`src/cdcu_cfg.svh`:
```
`ifndef CDCU_CFG_SVH
`define CDCU_CFG_SVH
// coprocessor numbers
`define CDCU_CP_SYS 4'hF
`define CDCU_CP_DBG 4'hE
// system coprocessor breakpoint bank: primary number and secondary selectors
`define CDCU_SYS_CRN 4'hE
`define CDCU_CRM_IBRK0 4'h8
`define CDCU_CRM_IBRK1 4'h9
`define CDCU_CRM_DBRK0 4'h0
`define CDCU_CRM_DBRK1 4'h3
`define CDCU_CRM_DBCTL 4'h4
// debug coprocessor primary numbers, secondary always zero
`define CDCU_DBG_CRM 4'h0
`define CDCU_CRN_XMIT 4'h8
`define CDCU_CRN_RECV 4'h9
`define CDCU_CRN_CTLSTAT 4'hA
`define CDCU_CRN_TRACE 4'hB
`define CDCU_CRN_CHK0 4'hC
`define CDCU_CRN_CHK1 4'hD
`define CDCU_CRN_XFER 4'hE
// control/status field positions
`define CDCU_GDEN_BIT 31
`define CDCU_HALT_BIT 30
`define CDCU_TRAP_FIQ_BIT 23
`define CDCU_TRAP_IRQ_BIT 22
`define CDCU_TRAP_DAB_BIT 20
`define CDCU_TRAP_PAB_BIT 19
`define CDCU_TRAP_SWI_BIT 18
`define CDCU_TRAP_UND_BIT 17
`define CDCU_TRAP_RST_BIT 16
`define CDCU_STICKY_BIT 5
`define CDCU_ENTRY_HI 4
`define CDCU_ENTRY_LO 2
`define CDCU_TBMODE_BIT 1
`define CDCU_TBEN_BIT 0
// method-of-entry codes
`define CDCU_ENT_RESET 3'h0
`define CDCU_ENT_IBRK 3'h1
`define CDCU_ENT_DBRK 3'h2
`define CDCU_ENT_BKPT 3'h3
`define CDCU_ENT_EXT 3'h4
`define CDCU_ENT_VTRAP 3'h5
`define CDCU_ENT_TBFULL 3'h6
// processor mode code for the dedicated debug mode
`define CDCU_DEBUG_MODE 5'h15
// synchroniser reset value: tck, tdi, select low, test reset released
`define CDCU_SYNC_RST 4'h8
`endif

```
`src/cdcu_pkg.sv`:
```
package cdcu_pkg;
	typedef enum logic [2:0] {
		CPOP_READ = 3'h0,
		CPOP_WRITE = 3'h1,
		CPOP_LOAD = 3'h2,
		CPOP_STORE = 3'h3,
		CPOP_DATA = 3'h4
	} cdcu_op_t;
	typedef enum logic [3:0] {
		RS_NONE = 4'h0,
		RS_IBRK0 = 4'h1,
		RS_IBRK1 = 4'h2,
		RS_DBRK0 = 4'h3,
		RS_DBRK1 = 4'h4,
		RS_DBCTL = 4'h5,
		RS_XMIT = 4'h6,
		RS_RECV = 4'h7,
		RS_CTLSTAT = 4'h8,
		RS_TRACE = 4'h9,
		RS_CHK0 = 4'hA,
		RS_CHK1 = 4'hB,
		RS_XFER = 4'hC
	} cdcu_rsel_t;
	typedef enum logic [1:0] {
		VEC_RESET = 2'h0,
		VEC_PABT = 2'h1,
		VEC_DABT = 2'h2
	} cdcu_vec_t;
	typedef enum logic [2:0] {
		JS_IDLE = 3'b001,
		JS_SHIFT = 3'b010,
		JS_UPD = 3'b100
	} cdcu_jst_t;
endpackage : cdcu_pkg

```
`src/cdcu_top.sv`:
```
`timescale 1ns/100ps
`default_nettype none
`include "cdcu_cfg.svh"
module cdcu_top
	import cdcu_pkg::*;
#(
	parameter logic [4:0] ABORT_MODE_CODE = 5'h17
) (
	input wire logic mclk,
	input wire logic rst_n,
	input wire logic clk_en,
	input wire logic cp_req,
	input wire logic [3:0] cp_num,
	input wire cdcu_op_t cp_op,
	input wire logic [2:0] cp_op1,
	input wire logic [3:0] cp_crn,
	input wire logic [3:0] cp_crm,
	input wire logic [2:0] cp_op2,
	input wire logic cp_priv,
	input wire logic [31:0] cp_wdata,
	input wire logic [31:0] ext_rdata,
	output logic cp_done,
	output logic cp_undef,
	output logic [31:0] cp_rdata,
	output cdcu_rsel_t ext_sel,
	output logic ext_wr,
	input wire logic jtag_tck,
	input wire logic jtag_tdi,
	input wire logic jtag_sel,
	input wire logic jtag_trst_n,
	output logic jtag_tdo,
	output logic jtag_tdo_oe,
	input wire logic evt_ibrk,
	input wire logic evt_dbrk,
	input wire logic evt_bkpt,
	input wire logic evt_ext,
	input wire logic evt_tbfull,
	input wire logic [6:0] vec_hit,
	input wire logic data_abort_in,
	output logic dbg_take,
	output cdcu_vec_t dbg_vec,
	output logic [4:0] dbg_mode,
	output logic bkpt_loop,
	output logic trace_run,
	output logic halt_mode
);

	////////////////////////////////////////////////////////////////////////////////
	// register state
	logic gden_r;
	logic halt_r;
	logic [6:0] trap_r; // index 0 reset, 1 undef, 2 swi, 3 pabt, 4 dabt, 5 irq, 6 fiq
	logic sticky_r;
	logic [2:0] entry_r;
	logic tbmode_r;
	logic tben_r;
	logic [31:0] view;
	logic [3:0] sy1_r;
	logic [3:0] sy2_r;
	logic [3:0] sy3_r;
	logic [3:0] lvl_r;
	logic tck_prev_r;
	logic tck_rise;
	logic trst_act;
	cdcu_jst_t jst_r;
	cdcu_jst_t jst_nxt;
	logic [31:0] shreg_r;
	logic is_sys;
	logic is_dbg;
	logic bad_req;
	logic acc_ok;
	logic sw_wr;
	cdcu_rsel_t rsel;
	logic [6:0] vt_eff;
	logic vt_any;
	logic take_nxt;
	logic [2:0] entry_nxt;

	////////////////////////////////////////////////////////////////////////////////
	// control/status view; reserved bits read back as zero
	always_comb begin
		view = 32'h0;
		view[`CDCU_GDEN_BIT] = gden_r;
		view[`CDCU_HALT_BIT] = halt_r;
		view[`CDCU_TRAP_FIQ_BIT] = trap_r[6];
		view[`CDCU_TRAP_IRQ_BIT] = trap_r[5];
		view[`CDCU_TRAP_DAB_BIT] = trap_r[4];
		view[`CDCU_TRAP_PAB_BIT] = trap_r[3];
		view[`CDCU_TRAP_SWI_BIT] = trap_r[2];
		view[`CDCU_TRAP_UND_BIT] = trap_r[1];
		view[`CDCU_TRAP_RST_BIT] = trap_r[0];
		view[`CDCU_STICKY_BIT] = sticky_r;
		view[`CDCU_ENTRY_HI:`CDCU_ENTRY_LO] = entry_r;
		view[`CDCU_TBMODE_BIT] = tbmode_r;
		view[`CDCU_TBEN_BIT] = tben_r;
	end

	////////////////////////////////////////////////////////////////////////////////
	// test port pins: three stages, a level counts once stages two and three agree
	always_ff @(posedge mclk) begin
		if (!rst_n) begin
			sy1_r <= `CDCU_SYNC_RST;
			sy2_r <= `CDCU_SYNC_RST;
			sy3_r <= `CDCU_SYNC_RST;
			lvl_r <= `CDCU_SYNC_RST;
			tck_prev_r <= 1'b0;
		end else if (clk_en) begin
			sy1_r <= {jtag_trst_n, jtag_sel, jtag_tdi, jtag_tck};
			sy2_r <= sy1_r;
			sy3_r <= sy2_r;
			lvl_r <= (lvl_r & (sy2_r ^ sy3_r)) | (sy3_r & ~(sy2_r ^ sy3_r));
			tck_prev_r <= lvl_r[0];
		end
	end

	// tck runs far slower than mclk, so each filtered rising edge is seen exactly once
	assign tck_rise = lvl_r[0] & ~tck_prev_r;
	assign trst_act = ~lvl_r[3];

	////////////////////////////////////////////////////////////////////////////////
	// scan sequencer: capture on select, shift on tck, update on release
	always_comb begin
		case (jst_r)
			JS_IDLE: jst_nxt = lvl_r[2] ? JS_SHIFT : JS_IDLE;
			JS_SHIFT: jst_nxt = lvl_r[2] ? JS_SHIFT : JS_UPD;
			JS_UPD: jst_nxt = JS_IDLE;
			default: jst_nxt = JS_IDLE;
		endcase
	end

	always_ff @(posedge mclk) begin
		if (!rst_n || trst_act) begin
			jst_r <= JS_IDLE;
		end else if (clk_en) begin
			jst_r <= jst_nxt;
		end
	end

	// shift register: loaded with the live view so the debugger reads every bit
	always_ff @(posedge mclk) begin
		if (!rst_n) begin
			shreg_r <= 32'h0;
		end else if (clk_en) begin
			if (jst_r == JS_IDLE && jst_nxt == JS_SHIFT) begin
				shreg_r <= view;
			end else if (jst_r == JS_SHIFT && tck_rise) begin
				shreg_r <= {lvl_r[1], shreg_r[31:1]};
			end
		end
	end

	// serial out from a flop; driven only while the scan is selected
	always_ff @(posedge mclk) begin
		if (!rst_n) begin
			jtag_tdo <= 1'b0;
			jtag_tdo_oe <= 1'b0;
		end else if (clk_en) begin
			jtag_tdo <= shreg_r[0];
			jtag_tdo_oe <= (jst_r == JS_SHIFT);
		end
	end

	////////////////////////////////////////////////////////////////////////////////
	// coprocessor decode; opcode fields play no part in the selection
	assign is_sys = cp_req && cp_num == `CDCU_CP_SYS;
	assign is_dbg = cp_req && cp_num == `CDCU_CP_DBG;
	// data-operations and user mode both trap; load/store only reach the debug bank
	assign bad_req = (is_sys || is_dbg) && (!cp_priv || cp_op == CPOP_DATA
		|| (is_sys && (cp_op == CPOP_LOAD || cp_op == CPOP_STORE)));
	assign acc_ok = (is_sys || is_dbg) && !bad_req;

	always_comb begin
		rsel = RS_NONE;
		if (is_sys && cp_crn == `CDCU_SYS_CRN) begin
			case (cp_crm)
				`CDCU_CRM_IBRK0: rsel = RS_IBRK0;
				`CDCU_CRM_IBRK1: rsel = RS_IBRK1;
				`CDCU_CRM_DBRK0: rsel = RS_DBRK0;
				`CDCU_CRM_DBRK1: rsel = RS_DBRK1;
				`CDCU_CRM_DBCTL: rsel = RS_DBCTL;
				default: rsel = RS_NONE;
			endcase
		end else if (is_dbg) begin
			case (cp_crn)
				`CDCU_CRN_XMIT: rsel = RS_XMIT;
				`CDCU_CRN_RECV: rsel = RS_RECV;
				`CDCU_CRN_CTLSTAT: rsel = RS_CTLSTAT;
				`CDCU_CRN_TRACE: rsel = RS_TRACE;
				`CDCU_CRN_CHK0: rsel = RS_CHK0;
				`CDCU_CRN_CHK1: rsel = RS_CHK1;
				`CDCU_CRN_XFER: rsel = RS_XFER;
				default: rsel = RS_NONE;
			endcase
		end
	end

	assign sw_wr = acc_ok && rsel == RS_CTLSTAT && (cp_op == CPOP_WRITE || cp_op == CPOP_LOAD);

	// answer one cycle after the request; unknown numbers read zero
	always_ff @(posedge mclk) begin
		if (!rst_n) begin
			cp_done <= 1'b0;
			cp_undef <= 1'b0;
			cp_rdata <= 32'h0;
			ext_sel <= RS_NONE;
			ext_wr <= 1'b0;
		end else if (clk_en) begin
			cp_done <= acc_ok;
			cp_undef <= bad_req;
			ext_sel <= acc_ok ? rsel : RS_NONE;
			ext_wr <= acc_ok && rsel != RS_CTLSTAT && rsel != RS_NONE
				&& (cp_op == CPOP_WRITE || cp_op == CPOP_LOAD);
			if (!acc_ok || rsel == RS_NONE) begin
				cp_rdata <= 32'h0;
			end else if (rsel == RS_CTLSTAT) begin
				cp_rdata <= view;
			end else begin
				cp_rdata <= ext_rdata;
			end
		end
	end

	////////////////////////////////////////////////////////////////////////////////
	// event arbitration; the reset trap ignores the global enable
	assign vt_eff = vec_hit & trap_r & (gden_r ? 7'h7F : 7'h01);
	assign vt_any = |vt_eff;

	always_comb begin
		take_nxt = 1'b1;
		entry_nxt = entry_r;
		if (vt_any) begin
			entry_nxt = `CDCU_ENT_VTRAP;
		end else if (gden_r && evt_dbrk) begin
			entry_nxt = `CDCU_ENT_DBRK;
		end else if (gden_r && evt_ext) begin
			entry_nxt = `CDCU_ENT_EXT;
		end else if (gden_r && evt_tbfull) begin
			entry_nxt = `CDCU_ENT_TBFULL;
		end else if (gden_r && evt_ibrk) begin
			entry_nxt = `CDCU_ENT_IBRK;
		end else if (gden_r && evt_bkpt) begin
			entry_nxt = `CDCU_ENT_BKPT;
		end else begin
			take_nxt = 1'b0;
		end
	end

	// entry outputs: halt uses the reset vector, monitor picks an abort vector
	always_ff @(posedge mclk) begin
		if (!rst_n) begin
			dbg_take <= 1'b0;
			dbg_vec <= VEC_RESET;
			dbg_mode <= `CDCU_DEBUG_MODE;
		end else if (clk_en) begin
			dbg_take <= take_nxt;
			if (take_nxt) begin
				if (halt_r) begin
					dbg_vec <= VEC_RESET;
					dbg_mode <= `CDCU_DEBUG_MODE;
				end else begin
					dbg_vec <= (entry_nxt == `CDCU_ENT_DBRK) ? VEC_DABT : VEC_PABT;
					dbg_mode <= ABORT_MODE_CODE;
				end
			end
		end
	end

	////////////////////////////////////////////////////////////////////////////////
	// software-owned bits: cleared by processor reset, test reset leaves them
	always_ff @(posedge mclk) begin
		if (!rst_n) begin
			gden_r <= 1'b0;
			tbmode_r <= 1'b0;
			entry_r <= `CDCU_ENT_RESET;
		end else if (clk_en) begin
			if (sw_wr) begin
				gden_r <= cp_wdata[`CDCU_GDEN_BIT];
				tbmode_r <= cp_wdata[`CDCU_TBMODE_BIT];
			end
			// a debug entry overrides a software write in the same cycle
			if (take_nxt) begin
				entry_r <= entry_nxt;
			end else if (sw_wr) begin
				entry_r <= cp_wdata[`CDCU_ENTRY_HI:`CDCU_ENTRY_LO];
			end
		end
	end

	// trace enable: hardware clear on entry wins over a software set
	always_ff @(posedge mclk) begin
		if (!rst_n) begin
			tben_r <= 1'b0;
		end else if (clk_en) begin
			if (take_nxt) begin
				tben_r <= 1'b0;
			end else if (sw_wr) begin
				tben_r <= cp_wdata[`CDCU_TBEN_BIT];
			end
		end
	end

	// sticky abort: an abort in halt mode sets it even against a software clear
	always_ff @(posedge mclk) begin
		if (!rst_n) begin
			sticky_r <= 1'b0;
		end else if (clk_en) begin
			if (data_abort_in && halt_r) begin
				sticky_r <= 1'b1;
			end else if (sw_wr) begin
				sticky_r <= cp_wdata[`CDCU_STICKY_BIT];
			end
		end
	end

	// test-port-owned bits: only test reset clears them, so a trap survives
	// a processor reset and can catch the reset vector
	always_ff @(posedge mclk) begin
		if (clk_en) begin
			if (trst_act) begin
				halt_r <= 1'b0;
				trap_r <= 7'h0;
			end else if (jst_r == JS_UPD) begin
				halt_r <= shreg_r[`CDCU_HALT_BIT];
				trap_r <= {shreg_r[`CDCU_TRAP_FIQ_BIT], shreg_r[`CDCU_TRAP_IRQ_BIT],
					shreg_r[`CDCU_TRAP_DAB_BIT], shreg_r[`CDCU_TRAP_PAB_BIT],
					shreg_r[`CDCU_TRAP_SWI_BIT], shreg_r[`CDCU_TRAP_UND_BIT],
					shreg_r[`CDCU_TRAP_RST_BIT]};
			end
		end
	end

	////////////////////////////////////////////////////////////////////////////////
	// status to the core
	assign bkpt_loop = ~gden_r;
	assign trace_run = tben_r & gden_r;
	assign halt_mode = halt_r;
endmodule : cdcu_top
`default_nettype wire

```
`config.mk`:
```
export PLATFORM = sky130hd
export DESIGN_NAME = cdcu_top
export DESIGN_NICKNAME = d
export VERILOG_FILES = /design/src/cdcu_pkg.sv /design/src/cdcu_top.sv
export VERILOG_INCLUDE_DIRS = /design/src
export SDC_FILE = /design/constraint.sdc
export NUM_CORES = 1
export LEC_CHECK = 0
export BUFFER_PORTS_ARGS = -buffer_cell sky130_fd_sc_hd__buf_2
export CORE_MARGIN = 3
export CORE_UTILIZATION = 46
export DETAILED_ROUTE_END_ITERATION = 16
export PLACE_DENSITY_LB_ADDON = 0.2
export RECOVER_POWER = 25
export SETUP_SLACK_MARGIN = 0.05
export SYNTH_ARGS = -nofsm -noshare
export SYNTH_HDL_FRONTEND = slang
export SYNTH_SLANG_ARGS = --single-unit
```
`constraint.sdc`:
```
create_clock -name mclk -period 1.7 [get_ports mclk]
set_input_delay 0.34 -clock mclk [delete_from_list [all_inputs] [get_ports mclk]]
set_output_delay 0.34 -clock mclk [all_outputs]
set_load 0.01 [all_outputs]
```
# After elaboration in Yosys (flattened, before gate mapping)
# Index checks and enable logic that the tools add are counted.
[totals] mem_bits_rw=0 word_cells=140 latchBits=0 ff_bits=116 in_bits=107 n_memories=0 mem_bits_ro=0 output_inout_bits=52
[classes] n_shift=0 n_lt_le_gt_ge=0 muxes=36 mul=0 n_addsub=0 reduce_logical=43 eq_ne=25 bitwise=12 div=0
[ops] op="32-bit two-way mux" n=4
[ops] op="4-bit equality test (second input constant)" n=12
[ops] op="4-bit one-hot mux with 7 select lines" n=1
[ops] op="3-bit two-way mux" n=9
[ops] op="1-bit logical AND" n=19
[ops] op="3-bit by 2-bit equality test with 1-bit output (second input constant)" n=5
[ops] op="3-bit one-hot mux with 5 select lines" n=1
[ops] op="7-bit AND" n=2
[ops] op="7-bit two-way mux" n=2
[ops] op="4-bit two-way mux" n=3
[ops] op="2-bit AND reduction" n=6
[ops] op="1-bit two-way mux" n=11
[ops] op="4-bit AND" n=2
[ops] op="4-bit logical NOT" n=2
[ops] op="2-bit two-way mux" n=4
[ops] op="1-bit logical OR" n=7
[ops] op="7-bit OR reduction" n=1
[ops] op="3-bit by 1-bit equality test with 1-bit output (second input constant)" n=2
[ops] op="3-bit equality test (second input constant)" n=2
[ops] op="3-bit one-hot mux with 2 select lines" n=1
[ops] op="2-bit nonzero test" n=3
[ops] op="4-bit by 2-bit equality test with 1-bit output (second input constant)" n=1
[ops] op="4-bit by 3-bit equality test with 1-bit output (second input constant)" n=1
[ops] op="1-bit logical NOT" n=4
[ops] op="8 further kinds" n=11

# Logic depth before layout (Yosys ltp)
[logic_depth] ltp_word=11 depth_mapped=7 depth_no_buf=5

# Least setup slack after synthesis
# No wires, ideal clock.
[synth_timing] kind="in2reg" from="in cp_crm[3]" to="reg cp_rdata[16]" arrival_ps=1721 setup_ps=128 stages=7 path_buffers=2 path_slack_ps=-148 required_ps=1572 path_cell_list="buf_2 -> xor2_1 -> a31oi_1 -> nor3_1 -> o311ai_1 -> clkbuf_1 -> o21ai_1"
[synth_via] elab_chain_len=6 elab_cells_between_ends=12 classes_between="5 x eq/ne; 4 x mux; 3 x reduce/logical"
[synth_rtl] item="from (decl)" line_no="cdcu_top.sv:17" text="input wire logic [3:0] cp_crm,"
[synth_rtl] item="4-bit by 3-bit equality test with 1-bit output (tied with other cells)" line_no="cdcu_top.sv:175" text="case (cp_crm)"
[synth_rtl] item="3-bit one-hot mux with 5 select lines *" line_no="cdcu_top.sv:175"
[synth_rtl] item="4-bit two-way mux *" line_no="cdcu_top.sv:174" text="if (is_sys && cp_crn == `CDCU_SYS_CRN) begin"
[synth_rtl] item="4-bit equality test / 4-bit logical NOT (equally long branches)" line_no="cdcu_top.sv:215, cdcu_top.sv:213"
[synth_rtl] item="32-bit two-way mux / 1-bit logical OR (equally long branches)" line_no="cdcu_top.sv:215, cdcu_top.sv:213"
[synth_rtl] item="32-bit two-way mux *" line_no="cdcu_top.sv:213" text="if (!acc_ok || rsel == RS_NONE) begin"
[synth_rtl] item="to (signal assigned)" line_no="cdcu_top.sv:216" text="cp_rdata <= view;"
[synth_rtl] item="to (signal assigned)" line_no="cdcu_top.sv:218" text="cp_rdata <= ext_rdata;"
[synth_rtl] item="to (decl)" line_no="cdcu_top.sv:24" text="output logic [31:0] cp_rdata,"
# Every way passes the cells marked *; elsewhere a longest branch is shown, timed or not.
# A chain may end at the register's enable or synchronous reset.

# Worst setup path after layout
[layout_timing] from="reg trap_r[2]" to="reg dbg_vec[1]"
[layout_via] elab_chain_len=7 elab_cells_between_ends=9 classes_between="1 x eq/ne; 4 x mux; 2 x bitwise; 2 x reduce/logical"
[layout_rtl] item="from (decl)" line_no="cdcu_top.sv:52" text="logic [6:0] trap_r;"
[layout_rtl] item="from (signal assigned)" line_no="cdcu_top.sv:324" text="trap_r <= {shreg_r[`CDCU_TRAP_FIQ_BIT], shreg_r[`CDCU_TRAP_IRQ_BIT],"
[layout_rtl] item="7-bit AND * (2 in series)" line_no="cdcu_top.sv:225" text="assign vt_eff = vec_hit & trap_r & (gden_r ? 7'h7F : 7'h01);"
[layout_rtl] item="7-bit OR reduction *" line_no="cdcu_top.sv:226" text="assign vt_any = |vt_eff;"
[layout_rtl] item="3-bit two-way mux" line_no="cdcu_top.sv:231" text="if (vt_any) begin"
[layout_rtl] item="3-bit by 2-bit equality test with 1-bit output (no line)"
[layout_rtl] item="2-bit two-way mux" line_no="cdcu_top.sv:261" text="dbg_vec <= (entry_nxt == `CDCU_ENT_DBRK) ? VEC_DABT : VEC_PABT;"
[layout_rtl] item="2-bit two-way mux" line_no="cdcu_top.sv:257" text="if (halt_r) begin"
[layout_rtl] item="to (signal assigned)" line_no="cdcu_top.sv:261"
[layout_rtl] item="to (decl)" line_no="cdcu_top.sv:41" text="output cdcu_vec_t dbg_vec,"
# Marked as above.

==> impl_metrics.csv <==
group,metric,value,unit
synth,avgSynthCellArea,9.32,um2
floorplan,dieWidth,109,um
placement,dp.cells,795,
cells_and_area,fillers,843,
power_and_ir_drop,vdd_ir_drop_max,0.436,mV
timing,setup_viol,0,
timing,skew,7.53,ps
clock_tree,htreeDepth,3,
cells_and_area,final_cells,816,
detailed_routing,totalWireLength,12200,um
synth,synth_seq_cells,112,
synth,synthAdderAreaFrac,0,
detailed_routing,viasPerCell,5.35,
synth,synth-edff-count,8,
clock_tree,worstSkewPairLatency,370,ps
synth,yosysSeqAreaShare,0.475,
critical_path,reg2reg_depth,5,
power_and_ir_drop,p_leak,2.64,nW
detailed_routing,remaining_drc_errors,0,
clock_tree,clkSinkCount,112,
timing,whs,192,ps
worst_hold_path,hold_depth,3,
synth,netlist_area,4890,um2
detailed_routing,firstDrtPassIters,5,
floorplan,io_pins,159,
status,status,"complete, no violations",
worst_hold_path,hold_class,"in2reg",
synth,yosys.area_share.simple,0.184,
cells_and_area,regArea,2330,um2
global_routing,grtUsageTotal,0.202,
detailed_routing,route.vias.total,4362,
synth,yosys_warnings,0,
synth,synth_async_sr_flop_share,0,
placement,io_buffers,123,
timing,hold_viol_final,0,
synth,synth_top_family_by_area,"compound AO/OA/AOI/OAI gates",
timing,finalCriticalPeriod,1680,ps
critical_path,worst_setup_path_end_kind,"flop",
clock_tree,numCtsBuffers,9,
floorplan,dieArea,11900,um2
clock_tree,cts-root-buf,"clkbuf_8",
critical_path,r2r-end,"dbg_vec[1]",
timing,setup-tns-final,0,ps
cells_and_area,area_growth,30.8,%
job,drv_cap,0,
timing,fmax,0.596,GHz
synth,synth.area.mux_share,0.0901,
timing,grt_setup_unrepaired,"true",
critical_path,required,2010,ps
global_routing,antenna_found_initial,0,
floorplan,start_util,0.486,
critical_path,r2r_setup_slack,20,ps
cells_and_area,multi_input_area,2550,um2
placement,dp_hpwl,8650,um
critical_path,cp_data_arrival_time,1990,ps
worst_hold_path,min_from,"ext_rdata[6]",
synth,synth_ff_type,"dfxtp_1",
critical_path,crit_path_max_fanout,4,
floorplan,num_rows,36,
power_and_ir_drop,p_per_area,712,nW/um2
cells_and_area,antenna_cells,0,
placement,dp_slack,-254,ps
critical_path,start_kind,"flop",
floorplan,coreArea,10000,um2
global_routing,grt_pass1_wl,19200,um
timing,finalCritPeriodShare,0.987,
cells_and_area,drive_gt1_frac,0.329,
clock_tree,clock_path_buffers,2,
detailed_routing,drt_iter0_drc,219,
detailed_routing,routedWlPerCell,14.9,um
clock_tree,cts_tree,"yes",
critical_path,r2r_start,"trap_r[2]",
global_routing,grt_max_degree,73,
detailed_routing,drtAntennaViolNets,0,
synth,synthXorXnorAreaFrac,0.00359,
synth,synth_cell_type_count,59,
placement,place.gp.congestion,0.851,
clock_tree,path_clk_slew,100,ps
critical_path,cp-startpoint,"trap_r[2]",
synth,synth_compound_area_frac,0.199,
global_routing,grt_pass1_vias,3955,
timing,slew_viol_final,0,
global_routing,grt_overflow,0,
synth,syn_inst,524,
critical_path,critPathKind,"reg2reg",
worst_hold_path,hold-path-endpoint,"cp_rdata[6]",
floorplan,die_y,109,um
cells_and_area,fin_nets,785,
timing,fin_ws,22.1,ps
power_and_ir_drop,p_total,4.55,mW
-- worst max-delay path, stage by stage, from the launching register on --
cell and delay, ps:
edfxtp_1 430, a22oi_2 240, nand3_4 150, a21o_1 200
or4_1 470, a21oi_1 140
-- repair_timing --
action                                  in CTS  in global routing
endpoints found under the setup margin      41                 46
gates cloned                                 0                  1
setup buffers                                1                  3
hold buffers                                 0                  0
pin swaps                                    4                  5
resized for setup                            9                 28
endpoints found under the hold margin        0                  0
-- sequential cells by signal, indices dropped and copies added (netlist names), named ones only --
name / flops
tbmode_r: 1
dbg_take: 1
cp_done: 1
trap_r: 7
dbg_mode: 1
ext_sel: 4
tben_r: 1
dbg_vec: 2
sy3_r: 4
ext_wr: 1
halt_mode: 1
shreg_r: 32
entry_r: 3
cp_undef: 1
cp_rdata: 32
jtag_tdo_oe: 1
sy1_r: 4
jtag_tdo: 1
jst_r: 3
sticky_r: 1
sy2_r: 4
tck_prev_r: 1
gden_r: 1
-- synthesized netlist by cell type (all sizes together) (3+ instances only) --
master,number,area [um2]
a211oi,20,160
a21o,6,45.0
a21oi,28,140
a22oi,38,285
and2,11,68.8
buf,18,123
clkbuf,21,78.8
dfxtp,104,2080
edfxtp,8,240
inv,7,26.3
mux2i,44,440
nand2,44,165
nand2b,6,37.5
nand3,8,40.0
nand3b,3,22.5
nor2,75,282
nor2b,3,18.8
nor3,9,45.0
nor3b,5,47.5
o21ai,25,125
-- stage by stage --
stage                     utilization  cell area (um2)
after global routing            0.636             6390
final                           0.636             6390
after detailed placement        0.598             6000
after global placement          0.598             6000
after floorplan                     -             4960
after CTS                       0.621             6240
-- cells by family after synthesis --
family / count (synthesis)
AOI/OAI and AO/OA: 136
xor gates and xnor gates: 2
buffers and inverters: 46
DFF: 112
muxes: 44
other: 2
and+or+nand+nor: 182
-- cells in the final DEF, fill, tap and decap left out, types with 3 or more instances in the layout --
cell	n
a211oi_1	12
a211oi_2	8
a21o_1	6
a21oi_1	26
a22oi_1	33
a22oi_2	5
and2_0	3
and2_1	7
buf_12	7
buf_2	107
buf_4	44
clkbuf_1	20
clkbuf_8	11
conb_1	4
dfxtp_1	100
dfxtp_2	4
edfxtp_1	8
inv_1	6
mux2i_1	41
nand2_1	42
nand2b_1	5
nand3_1	7
nand3b_1	3
nor2_1	75
nor2b_1	3
nor3_1	6
nor3_2	3
nor3b_1	3
o21ai_0	15
o21ai_1	10
-- metal layers --
metal,share of wire,track usage,vias up
met4,0.011,0.0739,0
met2,0.48,0.329,117
li1,-,-,2178
met3,0.061,0.0349,12
met5,0,0,-
met1,0.45,0.269,2055
-- cell type report --
class	count	area share
clock buffer	13	0.0249
clock inverter	3	0.00352
inverter	7	0.00411
multi-input combinational	368	0.400
sequential	112	0.364
tap	133	0.0260
timing repair buffer	180	0.178
-- power breakdown --
| group | internal (mW) | switching, mW |
|---|---|---|
| clock | 0.623 | 0.865 |
| sequential | 2.67 | 0.0137 |
| combinational | 0.176 | 0.211 |
| total | 3.46 | 1.09 |
-- how the worst max path moves through the flow --
stage | depth (start not counted) | slack, ps | end
2_1_floorplan | 7 | -60 | cp_rdata[13]
3_3_place_gp | 8 | -200 | cp_rdata[6]
3_5_place_dp | 6 | -250 | shreg_r[24]
4_1_cts | 5 | 20 | dbg_vec[1]
5_1_grt | 5 | -50 | dbg_vec[1]
6_report | 5 | 20 | dbg_vec[1]
Note: power is estimated with default switching activity, not from simulation.
